[src/hw/sir_consts.svh]
// Constants of the inquiry responder: offsets, fields, codes, reset values.
// Assumes inclusion by bare name from the design files.
`ifndef SIR_CONSTS_SVH
`define SIR_CONSTS_SVH

// Register byte offsets
`define SIR_OFF_REV       8'h00
`define SIR_OFF_CTRL      8'h04
`define SIR_OFF_STATUS    8'h08
`define SIR_OFF_COUNT     8'h0C

// Reset values
`define SIR_REV_RST       32'h30303031
`define SIR_CTRL_RST      1'h1

// Command codes and fields
`define SIR_OP_INQUIRY    8'h12
`define SIR_OP_REQSENSE   8'h03
`define SIR_NACA_BIT      2

// Sense answers
`define SIR_KEY_ILLEGAL   4'h5
`define SIR_ASC_BADFIELD  8'h24
`define SIR_ASC_BADLUN    8'h25

// Standard data layout
`define SIR_STD_LEN       8'hA4
`define SIR_VERSION       8'h07
`define SIR_FMT_BYTE      8'h12
`define SIR_ADD_LEN       8'h9F
`define SIR_PROT_BYTE     8'h01
`define SIR_QUEUE_BYTE    8'h02
`define SIR_QUAL_ABSENT   3'h3
`define SIR_B_VENDOR      8
`define SIR_B_PRODUCT     16
`define SIR_B_REV         32
`define SIR_B_SERIAL      36
`define SIR_B_RSV1        44
`define SIR_B_NOTICE      96
`define SIR_B_RSV2        146
`define SIR_ASCII_BLANK   8'h20

// Vital product data
`define SIR_VPD_HDR       8'h04
`define SIR_VPD_LIST_N    8'h11

`endif

[src/hw/sir_pkg.sv]
// Types shared by the inquiry responder files.
// Assumes nothing of its surroundings.
package sir_pkg;
  typedef enum logic {SIR_IDLE, SIR_SEND} sir_state_type;
endpackage

[src/hw/sir_responder.sv]
// Inquiry responder: decodes six-byte commands, streams inquiry data, AXI4-Lite registers.
// Assumes commands and data-in from logic on clk; one AXI4-Lite master.
//
// Chosen here: the AXI4-Lite slave port and the register addresses.
`timescale 1ns/1ps
`default_nettype none
`include "sir_consts.svh"

// Overview of operation
// - Byte 0 code 12h is recognised as the inquiry request.
// - Select bit zero and page zero returns the standard data block.
// - Select bit zero with nonzero page ends with illegal request, invalid field.
// - Select bit one returns the supported page list for page 00h; other listed pages return a four-byte header with zero page length.
// - Zero allocation sends nothing; otherwise send the lesser of available and allocation.
// - A pending unit attention stays pending across an inquiry.
// - Inquiry runs at once and never goes to the command queue.
// - Byte 0 is zero for a present unit, qualifier 011b if absent.
// - Invalid unit: every command except inquiry and request sense gets check condition.
// - Standard byte 2 is version 7; byte 3 format 2 with hierarchical bit.
// - Standard byte 4 holds additional length 159.
// - Byte 6 port bit tells port A or B; multiport one, enclosure zero.
// - Byte 1 removable bit and rest are zero.
// - Normal ACA bit reads zero; a set NACA control bit is refused.
// - Data fixed except the revision level, loaded after a microcode download.
// - With the medium unavailable the data may be incomplete.
// - Supported page list is in ascending order.
module sir_responder #(
  parameter int ADDR_W = 8
) (
  // Clock and reset
  input  wire logic          clk,
  input  wire logic          nrst,
  // Command in
  input  wire logic          cmd_valid,
  input  wire logic [47:0]   cmd_cdb,
  input  wire logic          cmd_port_b,
  input  wire logic          cmd_lun_ok,
  input  wire logic          cmd_ua_pending,
  output logic               cmd_ready,
  // Queue hand-off
  output logic               fwd_valid,
  // Data in stream
  output logic               din_valid,
  output logic [7:0]         din_data,
  output logic               din_last,
  input  wire logic          din_ready,
  // Completion status
  output logic               sts_valid,
  output logic               sts_check,
  output logic [3:0]         sts_key,
  output logic [7:0]         sts_asc,
  output logic               sts_ua_kept,
  // AXI4-Lite slave
  input  wire logic [ADDR_W-1:0] s_axi_awaddr,
  input  wire logic          s_axi_awvalid,
  output logic               s_axi_awready,
  input  wire logic [31:0]   s_axi_wdata,
  input  wire logic [3:0]    s_axi_wstrb,
  input  wire logic          s_axi_wvalid,
  output logic               s_axi_wready,
  output logic [1:0]         s_axi_bresp,
  output logic               s_axi_bvalid,
  input  wire logic          s_axi_bready,
  input  wire logic [ADDR_W-1:0] s_axi_araddr,
  input  wire logic          s_axi_arvalid,
  output logic               s_axi_arready,
  output logic [31:0]        s_axi_rdata,
  output logic [1:0]         s_axi_rresp,
  output logic               s_axi_rvalid,
  input  wire logic          s_axi_rready
);

  if (ADDR_W < 4) begin : g_chk
    $error("ADDR_W must be at least 4");
  end

  // Command fields
  logic [7:0]  op;
  logic        evpd;
  logic        cmddt;
  logic [7:0]  page;
  logic [15:0] alloc;
  logic        naca;
  assign op    = cmd_cdb[47:40];
  assign evpd  = cmd_cdb[32];
  assign cmddt = cmd_cdb[33];
  assign page  = cmd_cdb[31:24];
  assign alloc = {cmd_cdb[23:16], cmd_cdb[15:8]};
  assign naca  = cmd_cdb[`SIR_NACA_BIT];

  // Engine state
  sir_pkg::sir_state_type state, next_state;
  logic        l_evpd, l_port_b, l_lun_ok;
  logic [7:0]  l_page, idx, tot;
  logic        next_l_evpd, next_l_port_b, next_l_lun_ok;
  logic [7:0]  next_l_page, next_idx, next_tot;
  logic        next_cmd_ready, next_fwd_valid, next_din_valid, next_din_last;
  logic [7:0]  next_din_data;
  logic        next_sts_valid, next_sts_check, next_sts_ua_kept;
  logic [3:0]  next_sts_key;
  logic [7:0]  next_sts_asc;
  logic [15:0] cnt, next_cnt;
  logic        last_check, next_last_check;

  // Registers
  logic [31:0] rev, next_rev;
  logic        media_ok, next_media_ok;

  // Byte source
  logic        s_evpd, s_port_b, s_lun_ok, page_ok;
  logic [7:0]  s_page, s_idx, s_data, avail;
  logic        accept, hs;
  assign accept   = cmd_valid && cmd_ready;
  assign hs       = din_valid && din_ready;
  assign s_evpd   = (state == sir_pkg::SIR_IDLE) ? evpd : l_evpd;
  assign s_page   = (state == sir_pkg::SIR_IDLE) ? page : l_page;
  assign s_port_b = (state == sir_pkg::SIR_IDLE) ? cmd_port_b : l_port_b;
  assign s_lun_ok = (state == sir_pkg::SIR_IDLE) ? cmd_lun_ok : l_lun_ok;
  assign s_idx    = (state != sir_pkg::SIR_SEND) ? 8'h00 : (hs ? idx + 8'h01 : idx);

  sir_byte_src u_src (
    .idx      (s_idx),
    .evpd     (s_evpd),
    .page     (s_page),
    .lun_ok   (s_lun_ok),
    .port_b   (s_port_b),
    .media_ok (media_ok),
    .rev      (rev),
    .data     (s_data),
    .avail    (avail),
    .page_ok  (page_ok)
  );

  always_comb begin
    next_state       = state;
    next_l_evpd      = l_evpd;
    next_l_page      = l_page;
    next_l_port_b    = l_port_b;
    next_l_lun_ok    = l_lun_ok;
    next_idx         = idx;
    next_tot         = tot;
    next_fwd_valid   = 1'b0;
    next_din_valid   = din_valid;
    next_din_data    = din_data;
    next_din_last    = din_last;
    next_sts_valid   = 1'b0;
    next_sts_check   = sts_check;
    next_sts_key     = sts_key;
    next_sts_asc     = sts_asc;
    next_sts_ua_kept = sts_ua_kept;
    next_cnt         = cnt;
    next_last_check  = last_check;
    case (state)
      sir_pkg::SIR_IDLE: begin
        if (accept && op == `SIR_OP_INQUIRY) begin
          next_l_evpd      = evpd;
          next_l_page      = page;
          next_l_port_b    = cmd_port_b;
          next_l_lun_ok    = cmd_lun_ok;
          next_sts_ua_kept = cmd_ua_pending;
          next_cnt         = cnt + 16'h0001;
          next_sts_key     = 4'h0;
          next_sts_asc     = 8'h00;
          next_sts_check   = 1'b0;
          next_tot         = (alloc < 16'(avail)) ? alloc[7:0] : avail;
          next_idx         = 8'h00;
          if (cmddt || naca || (!evpd && page != 8'h00) || (evpd && !page_ok)) begin
            next_sts_valid = 1'b1;
            next_sts_check = 1'b1;
            next_sts_key   = `SIR_KEY_ILLEGAL;
            next_sts_asc   = `SIR_ASC_BADFIELD;
          end else if (alloc == 16'h0000) begin
            next_sts_valid = 1'b1;
          end else begin
            next_state     = sir_pkg::SIR_SEND;
            next_din_valid = 1'b1;
            next_din_data  = s_data;
            next_din_last  = (next_tot == 8'h01);
          end
          next_last_check = next_sts_check;
        end else if (accept) begin
          if (!cmd_lun_ok && op != `SIR_OP_REQSENSE) begin
            next_sts_valid   = 1'b1;
            next_sts_check   = 1'b1;
            next_sts_key     = `SIR_KEY_ILLEGAL;
            next_sts_asc     = `SIR_ASC_BADLUN;
            next_sts_ua_kept = cmd_ua_pending;
          end else begin
            next_fwd_valid = 1'b1;
          end
        end
      end
      sir_pkg::SIR_SEND: begin
        if (hs) begin
          next_idx = idx + 8'h01;
          if (din_last) begin
            next_state     = sir_pkg::SIR_IDLE;
            next_din_valid = 1'b0;
            next_din_last  = 1'b0;
            next_sts_valid = 1'b1;
          end else begin
            next_din_data = s_data;
            next_din_last = (idx + 8'h02 == tot);
          end
        end
      end
      default: next_state = sir_pkg::SIR_IDLE;
    endcase
    next_cmd_ready = (next_state == sir_pkg::SIR_IDLE);
  end

  always_ff @(posedge clk or negedge nrst) begin
    if (!nrst) begin
      state       <= sir_pkg::SIR_IDLE;
      l_evpd      <= 1'b0;
      l_page      <= 8'h00;
      l_port_b    <= 1'b0;
      l_lun_ok    <= 1'b0;
      idx         <= 8'h00;
      tot         <= 8'h00;
      cmd_ready   <= 1'b0;
      fwd_valid   <= 1'b0;
      din_valid   <= 1'b0;
      din_data    <= 8'h00;
      din_last    <= 1'b0;
      sts_valid   <= 1'b0;
      sts_check   <= 1'b0;
      sts_key     <= 4'h0;
      sts_asc     <= 8'h00;
      sts_ua_kept <= 1'b0;
      cnt         <= 16'h0000;
      last_check  <= 1'b0;
    end else begin
      state       <= next_state;
      l_evpd      <= next_l_evpd;
      l_page      <= next_l_page;
      l_port_b    <= next_l_port_b;
      l_lun_ok    <= next_l_lun_ok;
      idx         <= next_idx;
      tot         <= next_tot;
      cmd_ready   <= next_cmd_ready;
      fwd_valid   <= next_fwd_valid;
      din_valid   <= next_din_valid;
      din_data    <= next_din_data;
      din_last    <= next_din_last;
      sts_valid   <= next_sts_valid;
      sts_check   <= next_sts_check;
      sts_key     <= next_sts_key;
      sts_asc     <= next_sts_asc;
      sts_ua_kept <= next_sts_ua_kept;
      cnt         <= next_cnt;
      last_check  <= next_last_check;
    end
  end

  // AXI4-Lite slave
  logic              aw_held, w_held, next_aw_held, next_w_held;
  logic [ADDR_W-1:0] awaddr, next_awaddr;
  logic [31:0]       wdata, next_wdata;
  logic [3:0]        wstrb, next_wstrb;
  logic              do_wr, wr_rev;
  logic              next_awready, next_wready, next_bvalid, next_arready, next_rvalid;
  logic [1:0]        next_bresp, next_rresp;
  logic [31:0]       next_rdata;
  logic [ADDR_W-1:0] wa, ra;
  assign wa     = {awaddr[ADDR_W-1:2], 2'b00};
  assign ra     = {s_axi_araddr[ADDR_W-1:2], 2'b00};
  assign do_wr  = aw_held && w_held && !s_axi_bvalid;
  assign wr_rev = do_wr && wa == ADDR_W'(`SIR_OFF_REV);

  for (genvar i = 0; i < 4; i++) begin : g_rev
    assign next_rev[8*i +: 8] = (wr_rev && wstrb[i]) ? wdata[8*i +: 8] : rev[8*i +: 8];
  end

  always_comb begin
    next_aw_held  = aw_held || (s_axi_awvalid && s_axi_awready);
    next_w_held   = w_held || (s_axi_wvalid && s_axi_wready);
    next_awaddr   = (s_axi_awvalid && s_axi_awready) ? s_axi_awaddr : awaddr;
    next_wdata    = (s_axi_wvalid && s_axi_wready) ? s_axi_wdata : wdata;
    next_wstrb    = (s_axi_wvalid && s_axi_wready) ? s_axi_wstrb : wstrb;
    next_bvalid   = s_axi_bvalid && !s_axi_bready;
    next_bresp    = s_axi_bresp;
    next_media_ok = media_ok;
    if (do_wr) begin
      next_aw_held = 1'b0;
      next_w_held  = 1'b0;
      next_bvalid  = 1'b1;
      next_bresp   = 2'b00;
      if (wa == ADDR_W'(`SIR_OFF_CTRL)) begin
        if (wstrb[0]) begin
          next_media_ok = wdata[0];
        end
      end else if (wa != ADDR_W'(`SIR_OFF_REV)) begin
        next_bresp = 2'b10;
      end
    end
    next_awready = !next_aw_held;
    next_wready  = !next_w_held;
    next_rvalid  = s_axi_rvalid && !s_axi_rready;
    next_rdata   = s_axi_rdata;
    next_rresp   = s_axi_rresp;
    if (s_axi_arvalid && s_axi_arready) begin
      next_rvalid = 1'b1;
      next_rresp  = 2'b00;
      if (ra == ADDR_W'(`SIR_OFF_REV)) begin
        next_rdata = rev;
      end else if (ra == ADDR_W'(`SIR_OFF_CTRL)) begin
        next_rdata = {31'h0, media_ok};
      end else if (ra == ADDR_W'(`SIR_OFF_STATUS)) begin
        next_rdata = {14'h0, last_check, l_evpd, l_page, 7'h0, din_valid};
      end else if (ra == ADDR_W'(`SIR_OFF_COUNT)) begin
        next_rdata = {16'h0, cnt};
      end else begin
        next_rdata = 32'h0;
        next_rresp = 2'b10;
      end
    end
    next_arready = !next_rvalid;
  end

  always_ff @(posedge clk or negedge nrst) begin
    if (!nrst) begin
      aw_held       <= 1'b0;
      w_held        <= 1'b0;
      awaddr        <= '0;
      wdata         <= 32'h0;
      wstrb         <= 4'h0;
      rev           <= `SIR_REV_RST;
      media_ok      <= `SIR_CTRL_RST;
      s_axi_awready <= 1'b0;
      s_axi_wready  <= 1'b0;
      s_axi_bvalid  <= 1'b0;
      s_axi_bresp   <= 2'b00;
      s_axi_arready <= 1'b0;
      s_axi_rvalid  <= 1'b0;
      s_axi_rdata   <= 32'h0;
      s_axi_rresp   <= 2'b00;
    end else begin
      aw_held       <= next_aw_held;
      w_held        <= next_w_held;
      awaddr        <= next_awaddr;
      wdata         <= next_wdata;
      wstrb         <= next_wstrb;
      rev           <= next_rev;
      media_ok      <= next_media_ok;
      s_axi_awready <= next_awready;
      s_axi_wready  <= next_wready;
      s_axi_bvalid  <= next_bvalid;
      s_axi_bresp   <= next_bresp;
      s_axi_arready <= next_arready;
      s_axi_rvalid  <= next_rvalid;
      s_axi_rdata   <= next_rdata;
      s_axi_rresp   <= next_rresp;
    end
  end

  // Checks
  logic inq_ok;
  assign inq_ok = accept && op == `SIR_OP_INQUIRY && !cmddt && !naca;

  a_inq_starts: assert property (@(posedge clk) disable iff (!nrst)
    inq_ok && !evpd && page == 8'h00 && alloc != 16'h0000 |=> din_valid && !cmd_ready)
    else $error("inquiry did not start data");
  a_byte0_lun: assert property (@(posedge clk) disable iff (!nrst)
    inq_ok && !evpd && page == 8'h00 && alloc != 16'h0000
    |=> din_data == (l_lun_ok ? 8'h00 : 8'h60))
    else $error("byte 0 wrong");
  a_bad_page: assert property (@(posedge clk) disable iff (!nrst)
    inq_ok && !evpd && page != 8'h00
    |=> sts_valid && sts_check && sts_key == 4'h5 && sts_asc == 8'h24 && !din_valid)
    else $error("nonzero page not refused");
  a_zero_alloc: assert property (@(posedge clk) disable iff (!nrst)
    inq_ok && alloc == 16'h0000 |=> sts_valid && !din_valid)
    else $error("data sent for zero length");
  a_last_count: assert property (@(posedge clk) disable iff (!nrst)
    hs && din_last |-> idx + 8'h01 == tot ##1 sts_valid && !sts_check)
    else $error("transfer length wrong");
  a_not_queued: assert property (@(posedge clk) disable iff (!nrst)
    accept && op == `SIR_OP_INQUIRY |=> !fwd_valid)
    else $error("inquiry sent to queue");
  a_bad_lun: assert property (@(posedge clk) disable iff (!nrst)
    accept && !cmd_lun_ok && op != `SIR_OP_INQUIRY && op != `SIR_OP_REQSENSE
    |=> sts_check && sts_asc == 8'h25 && !fwd_valid)
    else $error("bad unit not refused");
  a_version: assert property (@(posedge clk) disable iff (!nrst)
    din_valid && !l_evpd && idx == 8'h02 |-> din_data == 8'h07)
    else $error("version byte wrong");
  a_ua_kept: assert property (@(posedge clk) disable iff (!nrst)
    inq_ok && cmd_ua_pending |=> sts_ua_kept)
    else $error("unit attention lost");
  a_data_hold: assert property (@(posedge clk) disable iff (!nrst)
    din_valid && !din_ready |=> din_valid && $stable(din_data))
    else $error("data changed while stalled");

  c_std_done: cover property (@(posedge clk) disable iff (!nrst)
    hs && din_last && !l_evpd && idx == 8'hA3);
  c_list_page: cover property (@(posedge clk) disable iff (!nrst)
    hs && din_last && l_evpd && l_page == 8'h00);
  c_refused: cover property (@(posedge clk) disable iff (!nrst) sts_valid && sts_check);
  c_forward: cover property (@(posedge clk) disable iff (!nrst) fwd_valid);

endmodule
`default_nettype wire

[src/hw/sir_byte_src.sv]
// Byte source: returns one byte of inquiry data for a given index.
// Assumes a purely combinational use by the inquiry engine.
`timescale 1ns/1ps
`default_nettype none
`include "sir_consts.svh"

module sir_byte_src #(
  // Identity strings; values are arbitrary
  parameter logic [63:0]  VENDOR_ID  = "VNDRNAME",
  parameter logic [127:0] PRODUCT_ID = "DISK TARGET 0001",
  parameter logic [63:0]  SERIAL_NO  = "SN000001",
  parameter logic [399:0] NOTICE     = "NOTICE TEXT"
) (
  // Selection
  input  wire logic [7:0]  idx,
  input  wire logic        evpd,
  input  wire logic [7:0]  page,
  input  wire logic        lun_ok,
  input  wire logic        port_b,
  input  wire logic        media_ok,
  input  wire logic [31:0] rev,
  // Result
  output logic [7:0]       data,
  output logic [7:0]       avail,
  output logic             page_ok
);

  function automatic logic [7:0] list_code(input logic [7:0] i);
    case (i)
      8'h00:   list_code = 8'h00;
      8'h01:   list_code = 8'h03;
      8'h02:   list_code = 8'h80;
      8'h03:   list_code = 8'h83;
      8'h04:   list_code = 8'h86;
      8'h05:   list_code = 8'h87;
      8'h06:   list_code = 8'h88;
      8'h07:   list_code = 8'h8A;
      8'h08:   list_code = 8'h8D;
      8'h09:   list_code = 8'h90;
      8'h0A:   list_code = 8'h91;
      8'h0B:   list_code = 8'hB0;
      8'h0C:   list_code = 8'hB1;
      8'h0D:   list_code = 8'hB2;
      8'h0E:   list_code = 8'hD1;
      8'h0F:   list_code = 8'hD2;
      8'h10:   list_code = 8'hD9;
      default: list_code = 8'hFF;
    endcase
  endfunction

  logic [7:0] byte0;
  int         off;

  always_comb begin
    off     = 0;
    data    = 8'h00;
    page_ok = 1'b0;
    byte0   = lun_ok ? 8'h00 : {`SIR_QUAL_ABSENT, 5'h00};
    for (int i = 0; i < 17; i++) begin
      if (list_code(8'(i)) == page) begin
        page_ok = 1'b1;
      end
    end
    if (!evpd) begin
      avail = `SIR_STD_LEN;
    end else if (page == 8'h00) begin
      avail = `SIR_VPD_HDR + `SIR_VPD_LIST_N;
    end else begin
      avail = `SIR_VPD_HDR;
    end
    if (evpd) begin
      if (idx == 8'h00) begin
        data = byte0;
      end else if (idx == 8'h01) begin
        data = page;
      end else if (idx == 8'h03) begin
        data = (page == 8'h00) ? `SIR_VPD_LIST_N : 8'h00;
      end else if (page == 8'h00 && idx >= `SIR_VPD_HDR) begin
        data = list_code(idx - `SIR_VPD_HDR);
      end
    end else begin
      case (idx)
        8'h00:   data = byte0;
        8'h01:   data = 8'h00;
        8'h02:   data = `SIR_VERSION;
        8'h03:   data = `SIR_FMT_BYTE;
        8'h04:   data = `SIR_ADD_LEN;
        8'h05:   data = `SIR_PROT_BYTE;
        8'h06:   data = {2'b00, port_b, 1'b1, 4'h0};
        8'h07:   data = `SIR_QUEUE_BYTE;
        default: begin
          if (idx < `SIR_B_PRODUCT) begin
            off  = int'(idx) - `SIR_B_VENDOR;
            data = VENDOR_ID[8*(7-off) +: 8];
          end else if (idx < `SIR_B_REV) begin
            off  = int'(idx) - `SIR_B_PRODUCT;
            data = PRODUCT_ID[8*(15-off) +: 8];
          end else if (idx < `SIR_B_SERIAL) begin
            off  = int'(idx) - `SIR_B_REV;
            data = rev[8*(3-off) +: 8];
          end else if (idx < `SIR_B_RSV1) begin
            off  = int'(idx) - `SIR_B_SERIAL;
            data = media_ok ? SERIAL_NO[8*(7-off) +: 8] : `SIR_ASCII_BLANK;
          end else if (idx >= `SIR_B_NOTICE && idx < `SIR_B_RSV2) begin
            off  = int'(idx) - `SIR_B_NOTICE;
            data = NOTICE[8*(49-off) +: 8];
          end
        end
      endcase
    end
  end

endmodule
`default_nettype wire

[config.mk]
export PLATFORM = sky130hd
export DESIGN_NAME = sir_responder
export DESIGN_NICKNAME = d
export VERILOG_FILES = /design/src/hw/sir_pkg.sv /design/src/hw/sir_responder.sv /design/src/hw/sir_byte_src.sv
export VERILOG_INCLUDE_DIRS = /design/src /design/src/hw
export SDC_FILE = /design/constraint.sdc
export NUM_CORES = 1
export LEC_CHECK = 0
export BUFFER_PORTS_ARGS = -buffer_cell sky130_fd_sc_hd__buf_4
export CAP_MARGIN = 20
export CORE_MARGIN = 2
export CORE_UTILIZATION = 30
export DETAILED_ROUTE_END_ITERATION = 8
export GPL_TIMING_DRIVEN = 0
export PLACE_DENSITY = 0.53
export SLEW_MARGIN = 0
export SYNTH_ARGS = -nofsm -noshare
export SYNTH_HDL_FRONTEND = slang
export SYNTH_SLANG_ARGS = --single-unit
[constraint.sdc]
create_clock -name clk -period 4.59 [get_ports clk]
set_input_delay 0.6885 -clock clk [delete_from_list [all_inputs] [get_ports clk]]
set_output_delay 0.6885 -clock clk [all_outputs]
set_load 0.02 [all_outputs]
==> metrics.md, run 1 <==
| Metric | Value |
|---|---|
| Status | `finished clean` |
| Worst path slowest cell | `dfrtp_1` |
| Worst Path Arrival | `4.74 ns` |
| First-pass detailed-route iteration total | `5` |
| Post-synth top area share | `40.2%` |
| P_leak | `5.65 nW` |
| N_diodes | `0` |
| GRT Util Overall | `18.8%` |
| EDFF count, synth | `0` |
| Count leader, synth | `dfrtp_1` |
| Sequential area share after synthesis | `42.7%` |
| Dpl cells | `1675` |
| Final Setup Violations | `0` |
| RSZ-0062 raised after global routing | `false` |
| Avg Inst Size Synth | `9.84 um2` |
| Setup Fix Bufs, Post-CTS | `0` |
| Residual DRC count | `0` |
| Initial antenna violation count | `0` |
| # H-tree levels | `4` |
| Endpoints failing hold | `0` |
| Most common flop cell mapped by yosys | `dfrtp_1` |
| RD Place Congestion | `0.937` |
| Total core area | `34400 um2` |
| Max rail drop VDD | `0.256 mV` |
| Grt total ovfl | `0` |
| Final setup TNS | `0 ns` |
| Worst Clk Skew | `0.0204 ns` |
| Pin count of the biggest net entering global routing | `105` |
| Clk_lat worst skew | `0.46 ns` |
| Register area | `4440 um2` |
| Initial DRC count | `837` |
| Area growth syn-to-layout | `23.3%` |
| #FFs+latches synth | `177` |
| Final core area utilization | `37.3%` |
| Worst slew pin tran | `0.914 ns` |
| Crit-path cells | `ha_1, and4_2, mux2i_1, clkbuf_4, ha_1, inv_1, nor4_1, mux2i_1, a311oi_4, nand3_1, a211oi_1, o32a_1` |
| Asr flop ratio synth | `100%` |
| Synth warnings | `0` |
| Critical Path Fanout Max | `15` |
| CP required | `4.98 ns` |
| Crit Path Category | `flop to flop` |
| Number of global-route vias before repair | `8907` |
| Port bufs | `153` |
| DIE WIDTH | `190 um` |
| I/O pins | `180` |
| Pins over their slew limit | `0` |
| Vias | `8983` |
| Class of the worst hold path | `input port to asynchronous set/reset pin` |
| Power density over cell area | `355 nW/um2` |
| Initial cell density of the core | `30.2%` |
| Area leader, netlist | `dfrtp_1` |
| Unique masters post-synth | `87` |
| Min Clock Period, post-route | `4.34 ns` |
| Clk pin slew, worst setup/hold paths | `0.09 ns` |
| Most frequent cells after synthesis | `dfrtp_1 (167), nand2_1 (162), mux2_2 (81)` |
| Die area | `36200 um2` |
| Worst reg2reg endpoint | `din_data[5]$_DFFE_PN0P_` |
| Root Buffer | `clkbuf_16` |
| Crit. End Element | `flop` |
| Max-Cap Viols | `0` |
| Overall Power | `0.00456 W` |
| Post-DRT Antenna Nets | `0` |
| Crit path from | `idx[1]$_DFFE_PN0N_` |
| Synth top area cells | `dfrtp_1 (40%), mux2_2 (8.8%), nand2_1 (5.8%), ha_1 (3.2%), o21ai_0 (2.9%)` |
| Num CTS Buffers | `17` |
| Die Y-Extent | `190 um` |
| Post-Syn Area | `10400 um2` |
| Cells after Synth | `1057` |
| Via density | `5.26` |
| Multi-input logic area | `5490 um2` |
| Global-route wire length before repair | `52100 um` |
| F_max | `230 MHz` |
| CP Launch Type | `flop` |
| Num rows | `68` |
| Wire per inst | `19.8 um` |
| Fin nets | `1379` |
| Layout cells sized above 1 | `28.3%` |
| Flop2flop setup slack | `0.25 ns` |
| Final std cells w/o fill | `1708` |
| Max_slew headroom | `37.4%` |
| Fill cell count | `3539` |
| DP HPWL | `25600 um` |
| Largest buffer count on any clock path | `2` |
| CTS tree | `built` |
| DRT Wirelength | `33900 um` |
| Reg2Reg Depth | `12` |
| Largest stage delay, worst path | `0.54 ns` |
| Tcrit/Tclk final | `94.6%` |
| R2R Path Start | `idx[1]$_DFFE_PN0N_` |
| Sinks on Clock Net | `177` |
==> logic make-up (layout without fill, tap and decap cells) <==
logic type	count (synthesis)	after routing	synth area share, %
adders and majority gates	27	27	3.25
muxes	115	115	13.0
buffers and inverters	99	287	5.01
DFF	177	177	42.7
other	1	9	0.0361
xor gates and xnor gates	29	29	2.44
and+or+nand+nor	377	377	18.0
AOI/OAI and AO/OA	232	232	15.5
==> layer usage <==
metal	routed length, um	global-route usage (%)	vias up
li1	-	-	4192
met1	15600	25.6	4463
met2	15900	30.6	292
met3	1810	3.63	36
met4	601	5.28	0
met5	0	0	-
==> power by group <==
group / switching [W] / internal [W]
clock network: 0.000738 / 0.000795
logic: 0.000352 / 0.000454
registers: 0.000288 / 0.00193
total: 0.00138 / 0.00318
==> stage by stage <==
step / instance area, um2 / worst slack (ns) / hold WS [ns]
after floorplan: 10400 / 1.05 / 0.393
after global placement: 12100 / -0.147 / 0.457
after detailed placement: 12200 / -0.257 / 0.460
after CTS: 12800 / 0.0248 / 0.219
after global routing: 12800 / 0.0375 / 0.241
final: 12800 / 0.246 / 0.195
==> flip-flops by register name, indices dropped and copies added, names as in the netlist, 4 cells and up <==
name / flops
cnt: 16
idx: 8
din_data: 8
l_page: 8
rev: 32
wstrb: 4
wdata: 32
awaddr: 6
tot: 8
s_axi_rdata: 32
==> critical path: cells and delay by family (launching register included) <==
kind	cells	cell delay [ns]
flops	1	0.54
buf+inv	2	0.59
mux	2	0.59
fa+ha+maj	2	0.71
simple gates	3	0.79
compound gates	3	1.06
==> cell type report <==
cell class                      instances  area share, %
Sequential cell                       177           34.6
Inverter                               29          0.849
Tap cell                              455           4.44
Clock inverter                         14           1.31
Multi-Input combinational cell        789           42.8
Timing Repair Buffer                  156           9.31
Buffer                                 70           3.25
Clock buffer                           18           3.42
==> how the worst max path moves through the flow <==
stage,cells after the start,to
floorplan,14,din_data[5]$_DFFE_PN0P_
global placement,12,din_data[5]$_DFFE_PN0P_
detailed placement,12,din_data[5]$_DFFE_PN0P_
CTS,13,din_data[5]$_DFFE_PN0P_
global route,12,din_data[5]$_DFFE_PN0P_
finish,12,din_data[5]$_DFFE_PN0P_
==> placed cells by master, fill, tap and decap left out, drive strengths merged, types with 16 or more instances in the layout <==
master	n
a21oi	34
buf	186
clkbuf	58
dfrtp	167
ha	27
inv	37
mux2	81
mux2i	26
nand2	162
nand3	39
nor2	48
nor3	28
nor4	16
o21ai	63
xnor2	18
==> what timing repair did <==
item	CTS	global route
hold buffers	0	0
gates resized for setup	2	7
setup endpoints to repair	6	7
Power figures use the tool's default switching activity.
==> inputs of run 2 (changes only) <==
- CORE_MARGIN: 2 -> default
- CORE_UTILIZATION: 30 -> 40
- PLACE_DENSITY: 0.53 -> 0.65
==> metrics.md, run 2 (synthesis gave the netlist of run 1 again) <==
| Metric | Value |
|---|---|
| Combinational group share of total power | `18.0% (+0.3 points)` |
| Num CTS Buffers | `17 (unchanged)` |
| Worst path slowest cell | `clkbuf_1` |
| I/O pins | `180 (unchanged)` |
| Clk pwr share | `32.8% (-0.8 points)` |
| Met2 usage | `38.5% (+8.0 points)` |
| DP HPWL | `23400 um (-8.5%)` |
| N_diodes | `0 (unchanged)` |
| Multi-input logic area | `5500 um2 (+0.14%)` |
| Final setup TNS | `0 ns (unchanged)` |
| Endpoints failing hold | `0 (unchanged)` |
| Critical Path Fanout Max | `13 (-2)` |
| Register area | `4440 um2 (unchanged)` |
| DRT Wirelength | `31400 um (-7.2%)` |
| Pins over their slew limit | `0 (unchanged)` |
| Met3 GRT Util | `4.06% (+0.43 points)` |
| Crit path capture | `din_data[5]$_DFFE_PN0P_` |
| Sw Share | `30.6% (+0.35 points)` |
| Max rail drop VDD | `0.313 mV (+22%)` |
| Worst slew pin tran | `0.930 ns (+0.0166 ns)` |
| Layout cells sized above 1 | `28.0% (-0.24 points)` |
| Initial cell density of the core | `41.1% (+11 points)` |
| CTS tree | `built` |
| Tcrit/Tclk final | `95.1% (+0.50 points)` |
| Max_slew headroom | `36.2% (-1.1 points)` |
| Worst Path Arrival | `4.74 ns (about the same)` |
| Root Buffer | `clkbuf_16` |
| Min Clock Period, post-route | `4.37 ns (+0.0228 ns)` |
| RSZ-0062 raised after global routing | `false` |
| Vias | `8966 (-0.19%)` |
| CP required | `4.96 ns (-0.02 ns)` |
| Fill cell count | `2375 (-33%)` |
| Largest stage delay, worst path | `0.61 ns (+0.07 ns)` |
| Residual DRC count | `0 (unchanged)` |
| Regs by FF count | `rev x32, s_axi_rdata x32, wdata x32` |
| Port bufs | `153 (unchanged)` |
| Post-CTS Hold Buffers | `0 (unchanged)` |
| Most common cell after layout, fill and taps aside | `buf_4` |
| Final Setup Violations | `0 (unchanged)` |
| Class of the worst hold path | `input port to asynchronous set/reset pin` |
| Crit Path Category | `flop to flop` |
| Worst reg2reg endpoint | `din_data[5]$_DFFE_PN0P_` |
| Met1 Usage GRT | `32.2% (+6.6 points)` |
| Hold_ws | `0.167 ns (-0.0274 ns)` |
| Power density over cell area | `354 nW/um2 (-0.29%)` |
| Clk_lat worst skew | `0.44 ns (-0.02 ns)` |
| Number of global-route vias before repair | `8832 (-0.84%)` |
| Clk pin slew, worst setup/hold paths | `0.09 ns (about the same)` |
| F_max | `229 MHz (-0.52%)` |
| Flop2flop setup slack | `0.22 ns (-0.02 ns)` |
| Total core area | `25300 um2 (-26%)` |
| Pint | `0.00311 W (-2.2%)` |
| Crit. End Element | `flop` |
| First-pass detailed-route iteration total | `7 (+2)` |
| Grt total ovfl | `0 (unchanged)` |
| P_leak | `5.62 nW (-0.58%)` |
| Crit-path cells | `ha_1, and3_2, mux2i_1, clkbuf_1, ha_1, and2_1, nor4_1, or4_1, nand3_1, a32o_1, nand3_1, a211oi_1, o32a_1` |
| Crit path from | `idx[1]$_DFFE_PN0N_` |
| Global-route wire length before repair | `49100 um (-5.8%)` |
| Status | `finished clean` |
| Placed cell area | `12000 um2 (-1.3%)` |
| Post-DRT Antenna Nets | `0 (unchanged)` |
| Final std cells w/o fill | `1583 (-7.3%)` |
| Die area | `26600 um2 (-26%)` |
| Reg power frac | `49.3% (+0.6 points)` |
| GR peak layer | `met2` |
| Largest buffer count on any clock path | `2 (unchanged)` |
| Post-route cell area | `12600 um2 (-1.4%)` |
| Area growth syn-to-layout | `21.6%` |
| NetSw | `0.00137 W (-0.57%)` |
| # H-tree levels | `4 (unchanged)` |
| Wire per inst | `19.9 um (+0.15%)` |
| RD Place Congestion | `0.945 (+0.78%)` |
| Pin count of the biggest net entering global routing | `120 (+14%)` |
| Die Y-Extent | `163 um (-14%)` |
| Overall Power | `0.00448 W (-1.7%)` |
| Sinks on Clock Net | `177 (unchanged)` |
| Initial DRC count | `815 (-2.6%)` |
| DIE WIDTH | `163 um (-14%)` |
| Dpl cells | `1550 (-7.5%)` |
| Fin nets | `1379 (unchanged)` |
| Max-Cap Viols | `0 (unchanged)` |
| Reg2Reg Depth | `13 (+1)` |
| Worst Clk Skew | `0.0205 ns (+0.000153 ns)` |
| Initial antenna violation count | `0 (unchanged)` |
| GRT Util Overall | `24.0% (+5.1 points)` |
| Most frequent cells in the layout | `buf_4 (170), dfrtp_1 (167), nand2_1 (162), mux2_2 (81), o21ai_0 (61)` |
| Via density | `5.66 (+7.7%)` |
| Num rows | `58 (-15%)` |
| R2R Path Start | `idx[1]$_DFFE_PN0N_` |
| CP Launch Type | `flop` |
==> run 2: cell count changes in the layout (fill, tap and decap cells not counted), sizes merged <==
cell      change
clkinv        -1
bufinv        -1
inv           -2
clkbuf        +1
clkinvlp      +4
buf           -1
==> run 2: worst min-delay path by stage <==
| stage | depth (start not counted) | from | slack, ns | endpoint |
|---|---|---|---|---|
| detailed placement | 1 | cnt[15]$_DFFE_PN0P_ | 0.46 | cnt[15]$_DFFE_PN0P_ |
| CTS | 1 | nrst | 0.18 | idx[6]$_DFFE_PN0N_ |
| global placement | 2 | l_port_b$_DFFE_PN0P_ | 0.46 | l_port_b$_DFFE_PN0P_ |
| global route | 1 | nrst | 0.21 | idx[6]$_DFFE_PN0N_ |
| finish | 1 | nrst | 0.17 | idx[6]$_DFFE_PN0N_ |
| floorplan | 0 | nrst | 0.39 | aw_held$_DFF_PN0_ |
==> run 2: worst max-delay path, delay by kind of cell, from the launching register on <==
kind	cells	cell delay (ns)
AOI/OAI and AO/OA	3	0.86
adders and majority gates	2	0.77
buffers and inverters	1	0.61
DFF	1	0.53
muxes	1	0.23
and+or+nand+nor	6	1.29
==> run 2: routing by layer <==
| layer | vias up | part of all wire (%) |
|---|---|---|
| met5 | - | 0 |
| li1 | 4201 | - |
| met2 | 344 | 47 |
| met4 | 0 | 3.4 |
| met1 | 4363 | 44 |
| met3 | 58 | 5.9 |
==> run 2: layout make-up <==
class	instances	area share (%)
Buffer	70	3.27
Clock buffer	18	3.39
Clock inverter	14	1.16
Inverter	29	0.861
Multi-Input combinational cell	789	43.5
Sequential cell	177	35.1
Tap cell	330	3.27
Timing Repair Buffer	156	9.46
==> run 2: through the flow <==
stage	setup slack, ns	util [%]
2_1_floorplan	1.05	-
3_3_place_gp	-0.0559	47.3
3_5_place_dp	-0.0241	47.5
4_1_cts	0.0424	49.8
5_1_grt	0.00845	49.9
6_report	0.223	49.9
==> run 2: power by group through the flow <==
stage / sequential (W) / clock, W / combinational, W
floorplan: 0.00213 / 0 / 0.000535
global placement: 0.00222 / 0 / 0.000780
finish: 0.00221 / 0.00147 / 0.000805
detailed placement: 0.00223 / 0 / 0.000808
global route: 0.00224 / 0.00154 / 0.000881
CTS: 0.00221 / 0.00148 / 0.000813
==> run 2: repair_timing <==
action,in CTS,in global routing
setup buffers,0,0
gates resized for setup,1,4
endpoints found under the setup margin,3,7
endpoints found under the hold margin,0,0
cloned,0,0
==> inputs of run 3 (changes only) <==
- CAP_MARGIN: 20 -> default
- CORE_MARGIN: default -> 8
==> metrics.md, run 3 (synthesis gave the netlist of run 1 again) <==
| Metric | Value |
|---|---|
| Status | `finished clean` |
| Worst slew pin tran | `1.38 ns (+0.451 ns)` |
| DRT Wirelength | `32700 um (+4.1%)` |
| RSZ-0062 raised after global routing | `false` |
| Worst Clk Skew | `0.0229 ns (+0.00239 ns)` |
| Fill cell count | `2384 (+0.38%)` |
| Worst reg2reg endpoint | `din_data[3]$_DFFE_PN0P_` |
| Root Buffer | `clkbuf_16` |
| Clk pin slew, worst setup/hold paths | `0.09 ns (about the same)` |
| CTS tree | `built` |
| F_max | `234 MHz (+2.4%)` |
| Layout cells sized above 1 | `28.2% (+0.20 points)` |
| GR peak layer | `met2` |
| P_leak | `5.65 nW (+0.56%)` |
| Max_slew headroom | `6.43% (-30 points)` |
| First-pass detailed-route iteration total | `5 (-2)` |
| Met1 Usage GRT | `27.3% (-4.9 points)` |
| Class of the worst hold path | `input port to asynchronous set/reset pin` |
| Die area | `31400 um2 (+18%)` |
| Worst Setup Slack, final | `0.324 ns (+0.100 ns)` |
| Clk_lat worst skew | `0.45 ns (about the same)` |
| Global-route wire length before repair | `51800 um (+5.6%)` |
| Port bufs | `153 (unchanged)` |
| Post-CTS Hold Buffers | `0 (unchanged)` |
| Via density | `5.72 (+1.0%)` |
| CP required | `4.97 ns (about the same)` |
| Critical Path Fanout Max | `15 (+2)` |
| Fin nets | `1377 (-0.15%)` |
| Final core area utilization | `49.3% (-0.67 points)` |
| Hold_ws | `0.169 ns (+0.00187 ns)` |
| Initial cell density of the core | `40.4% (-0.70 points)` |
| Vias | `9074 (+1.2%)` |
| Max rail drop VDD | `0.279 mV (-11%)` |
| Initial antenna violation count | `0 (unchanged)` |
| Pin count of the biggest net entering global routing | `114 (-5.0%)` |
| Max-Cap Viols | `0 (unchanged)` |
| Crit. End Element | `flop` |
| Crit path capture | `din_data[3]$_DFFE_PN0P_` |
| Final Setup Violations | `0 (unchanged)` |
| Met3 GRT Util | `3.73% (-0.33 points)` |
| Total core area | `25800 um2 (+1.7%)` |
| Pins over their slew limit | `0 (unchanged)` |
| DIE WIDTH | `177 um (+8.6%)` |
| Grt total ovfl | `0 (unchanged)` |
| I/O pins | `180 (unchanged)` |
| Tcrit/Tclk final | `93.0% (-2.2 points)` |
| Crit Path Category | `flop to flop` |
| CP Launch Type | `flop` |
| Wire per inst | `20.6 um (+3.9%)` |
| Largest buffer count on any clock path | `2 (unchanged)` |
| Reg2Reg Depth | `11 (-2)` |
| Met2 usage | `34.9% (-3.6 points)` |
| Endpoints failing hold | `0 (unchanged)` |
| N_diodes | `0 (unchanged)` |
| Num rows | `59 (+1.7%)` |
| Post-DRT Antenna Nets | `0 (unchanged)` |
| Regs by FF count | `rev x32, s_axi_rdata x32, wdata x32` |
| Die Y-Extent | `177 um (+8.6%)` |
| Flop2flop setup slack | `0.32 ns (+0.10 ns)` |
| Initial DRC count | `920 (+13%)` |
| GRT Util Overall | `21.0% (-3.0 points)` |
| R2R Path Start | `idx[1]$_DFFE_PN0N_` |
| Setup Fix Bufs, Post-CTS | `0 (unchanged)` |
| Overall Power | `0.00456 W (+1.7%)` |
| Num CTS Buffers | `17 (unchanged)` |
| Residual DRC count | `0 (unchanged)` |
| Power density over cell area | `359 nW/um2 (+1.3%)` |
| Most common cell after layout, fill and taps aside | `buf_4` |
| RD Place Congestion | `0.933 (-1.3%)` |
| DP HPWL | `24600 um (+5.3%)` |
| Crit path from | `idx[1]$_DFFE_PN0N_` |
| Min Clock Period, post-route | `4.27 ns (-0.100 ns)` |
| Number of global-route vias before repair | `9281 (+5.1%)` |
| # H-tree levels | `4 (unchanged)` |
| Area growth syn-to-layout | `22.0%` |
| Sinks on Clock Net | `177 (unchanged)` |
| Worst slack, placed | `-0.0971 ns (-0.0730 ns)` |
| Worst Path Arrival | `4.64 ns (-0.10 ns)` |
| Most frequent cells in the layout | `buf_4 (170), dfrtp_1 (167), nand2_1 (162), mux2_2 (81), o21ai_0 (61)` |
[run 3: repair_timing]
action / 4_1_cts / 5_1_grt
resized for setup: 1 / 10
endpoints found under the setup margin: 5 / 7
hold endpoints to repair: 0 / 0
[run 3: layout make-up]
cell class / count / area, um2 / share of cell area [%]
multi-input combinational: 789 / 5500 / 43.3
buffer: 70 / 417 / 3.28
inverter: 29 / 109 / 0.858
sequential: 177 / 4440 / 35.0
tap: 335 / 419 / 3.30
timing repair buffer: 154 / 1180 / 9.33
clock inverter: 14 / 180 / 1.42
clock buffer: 18 / 439 / 3.46
[run 3: worst max-delay path, cell delays in order (launching register included)]
cell	delay, ns
dfrtp_1	0.55
ha_1	0.33
and4_2	0.26
mux2i_1	0.42
clkbuf_4	0.38
ha_1	0.37
a311oi_1	0.98
nand2_1	0.17
and3_1	0.26
nor3_1	0.21
o31ai_1	0.09
a31oi_1	0.17
[run 3: worst min path at each step]
stage,end,slack (ns),from
final,tot[3]$_DFFE_PN0P_,0.17,nrst
after global routing,idx[5]$_DFFE_PN0N_,0.21,nrst
after CTS,idx[5]$_DFFE_PN0N_,0.19,nrst
after detailed placement,l_lun_ok$_DFFE_PN0P_,0.47,l_lun_ok$_DFFE_PN0P_
after global placement,cnt[15]$_DFFE_PN0P_,0.46,cnt[15]$_DFFE_PN0P_
after floorplan,aw_held$_DFF_PN0_,0.39,nrst
[run 3: layer usage]
layer	part of all wire, %	vias up
li1	-	4192
met1	42	4485
met2	49	347
met3	6.2	50
met4	2.3	0
met5	0	-
[run 3: power breakdown]
group | switching, W | total (W) | internal [W]
clock | 0.000774 | 0.00153 | 0.000760
combinational | 0.000358 | 0.000813 | 0.000455
sequential | 0.000281 | 0.00221 | 0.00193
total | 0.00141 | 0.00456 | 0.00314
[run 3: stage by stage]
stage / instance area (um2) / TNS, ns / cells
floorplan: 10400 / 0 / 1065
global placement: 12000 / -0.146 / 1553
detailed placement: 12000 / -0.192 / 1554
CTS: 12700 / 0 / 1586
global route: 12700 / 0 / 1586
finish: 12700 / 0 / 1586
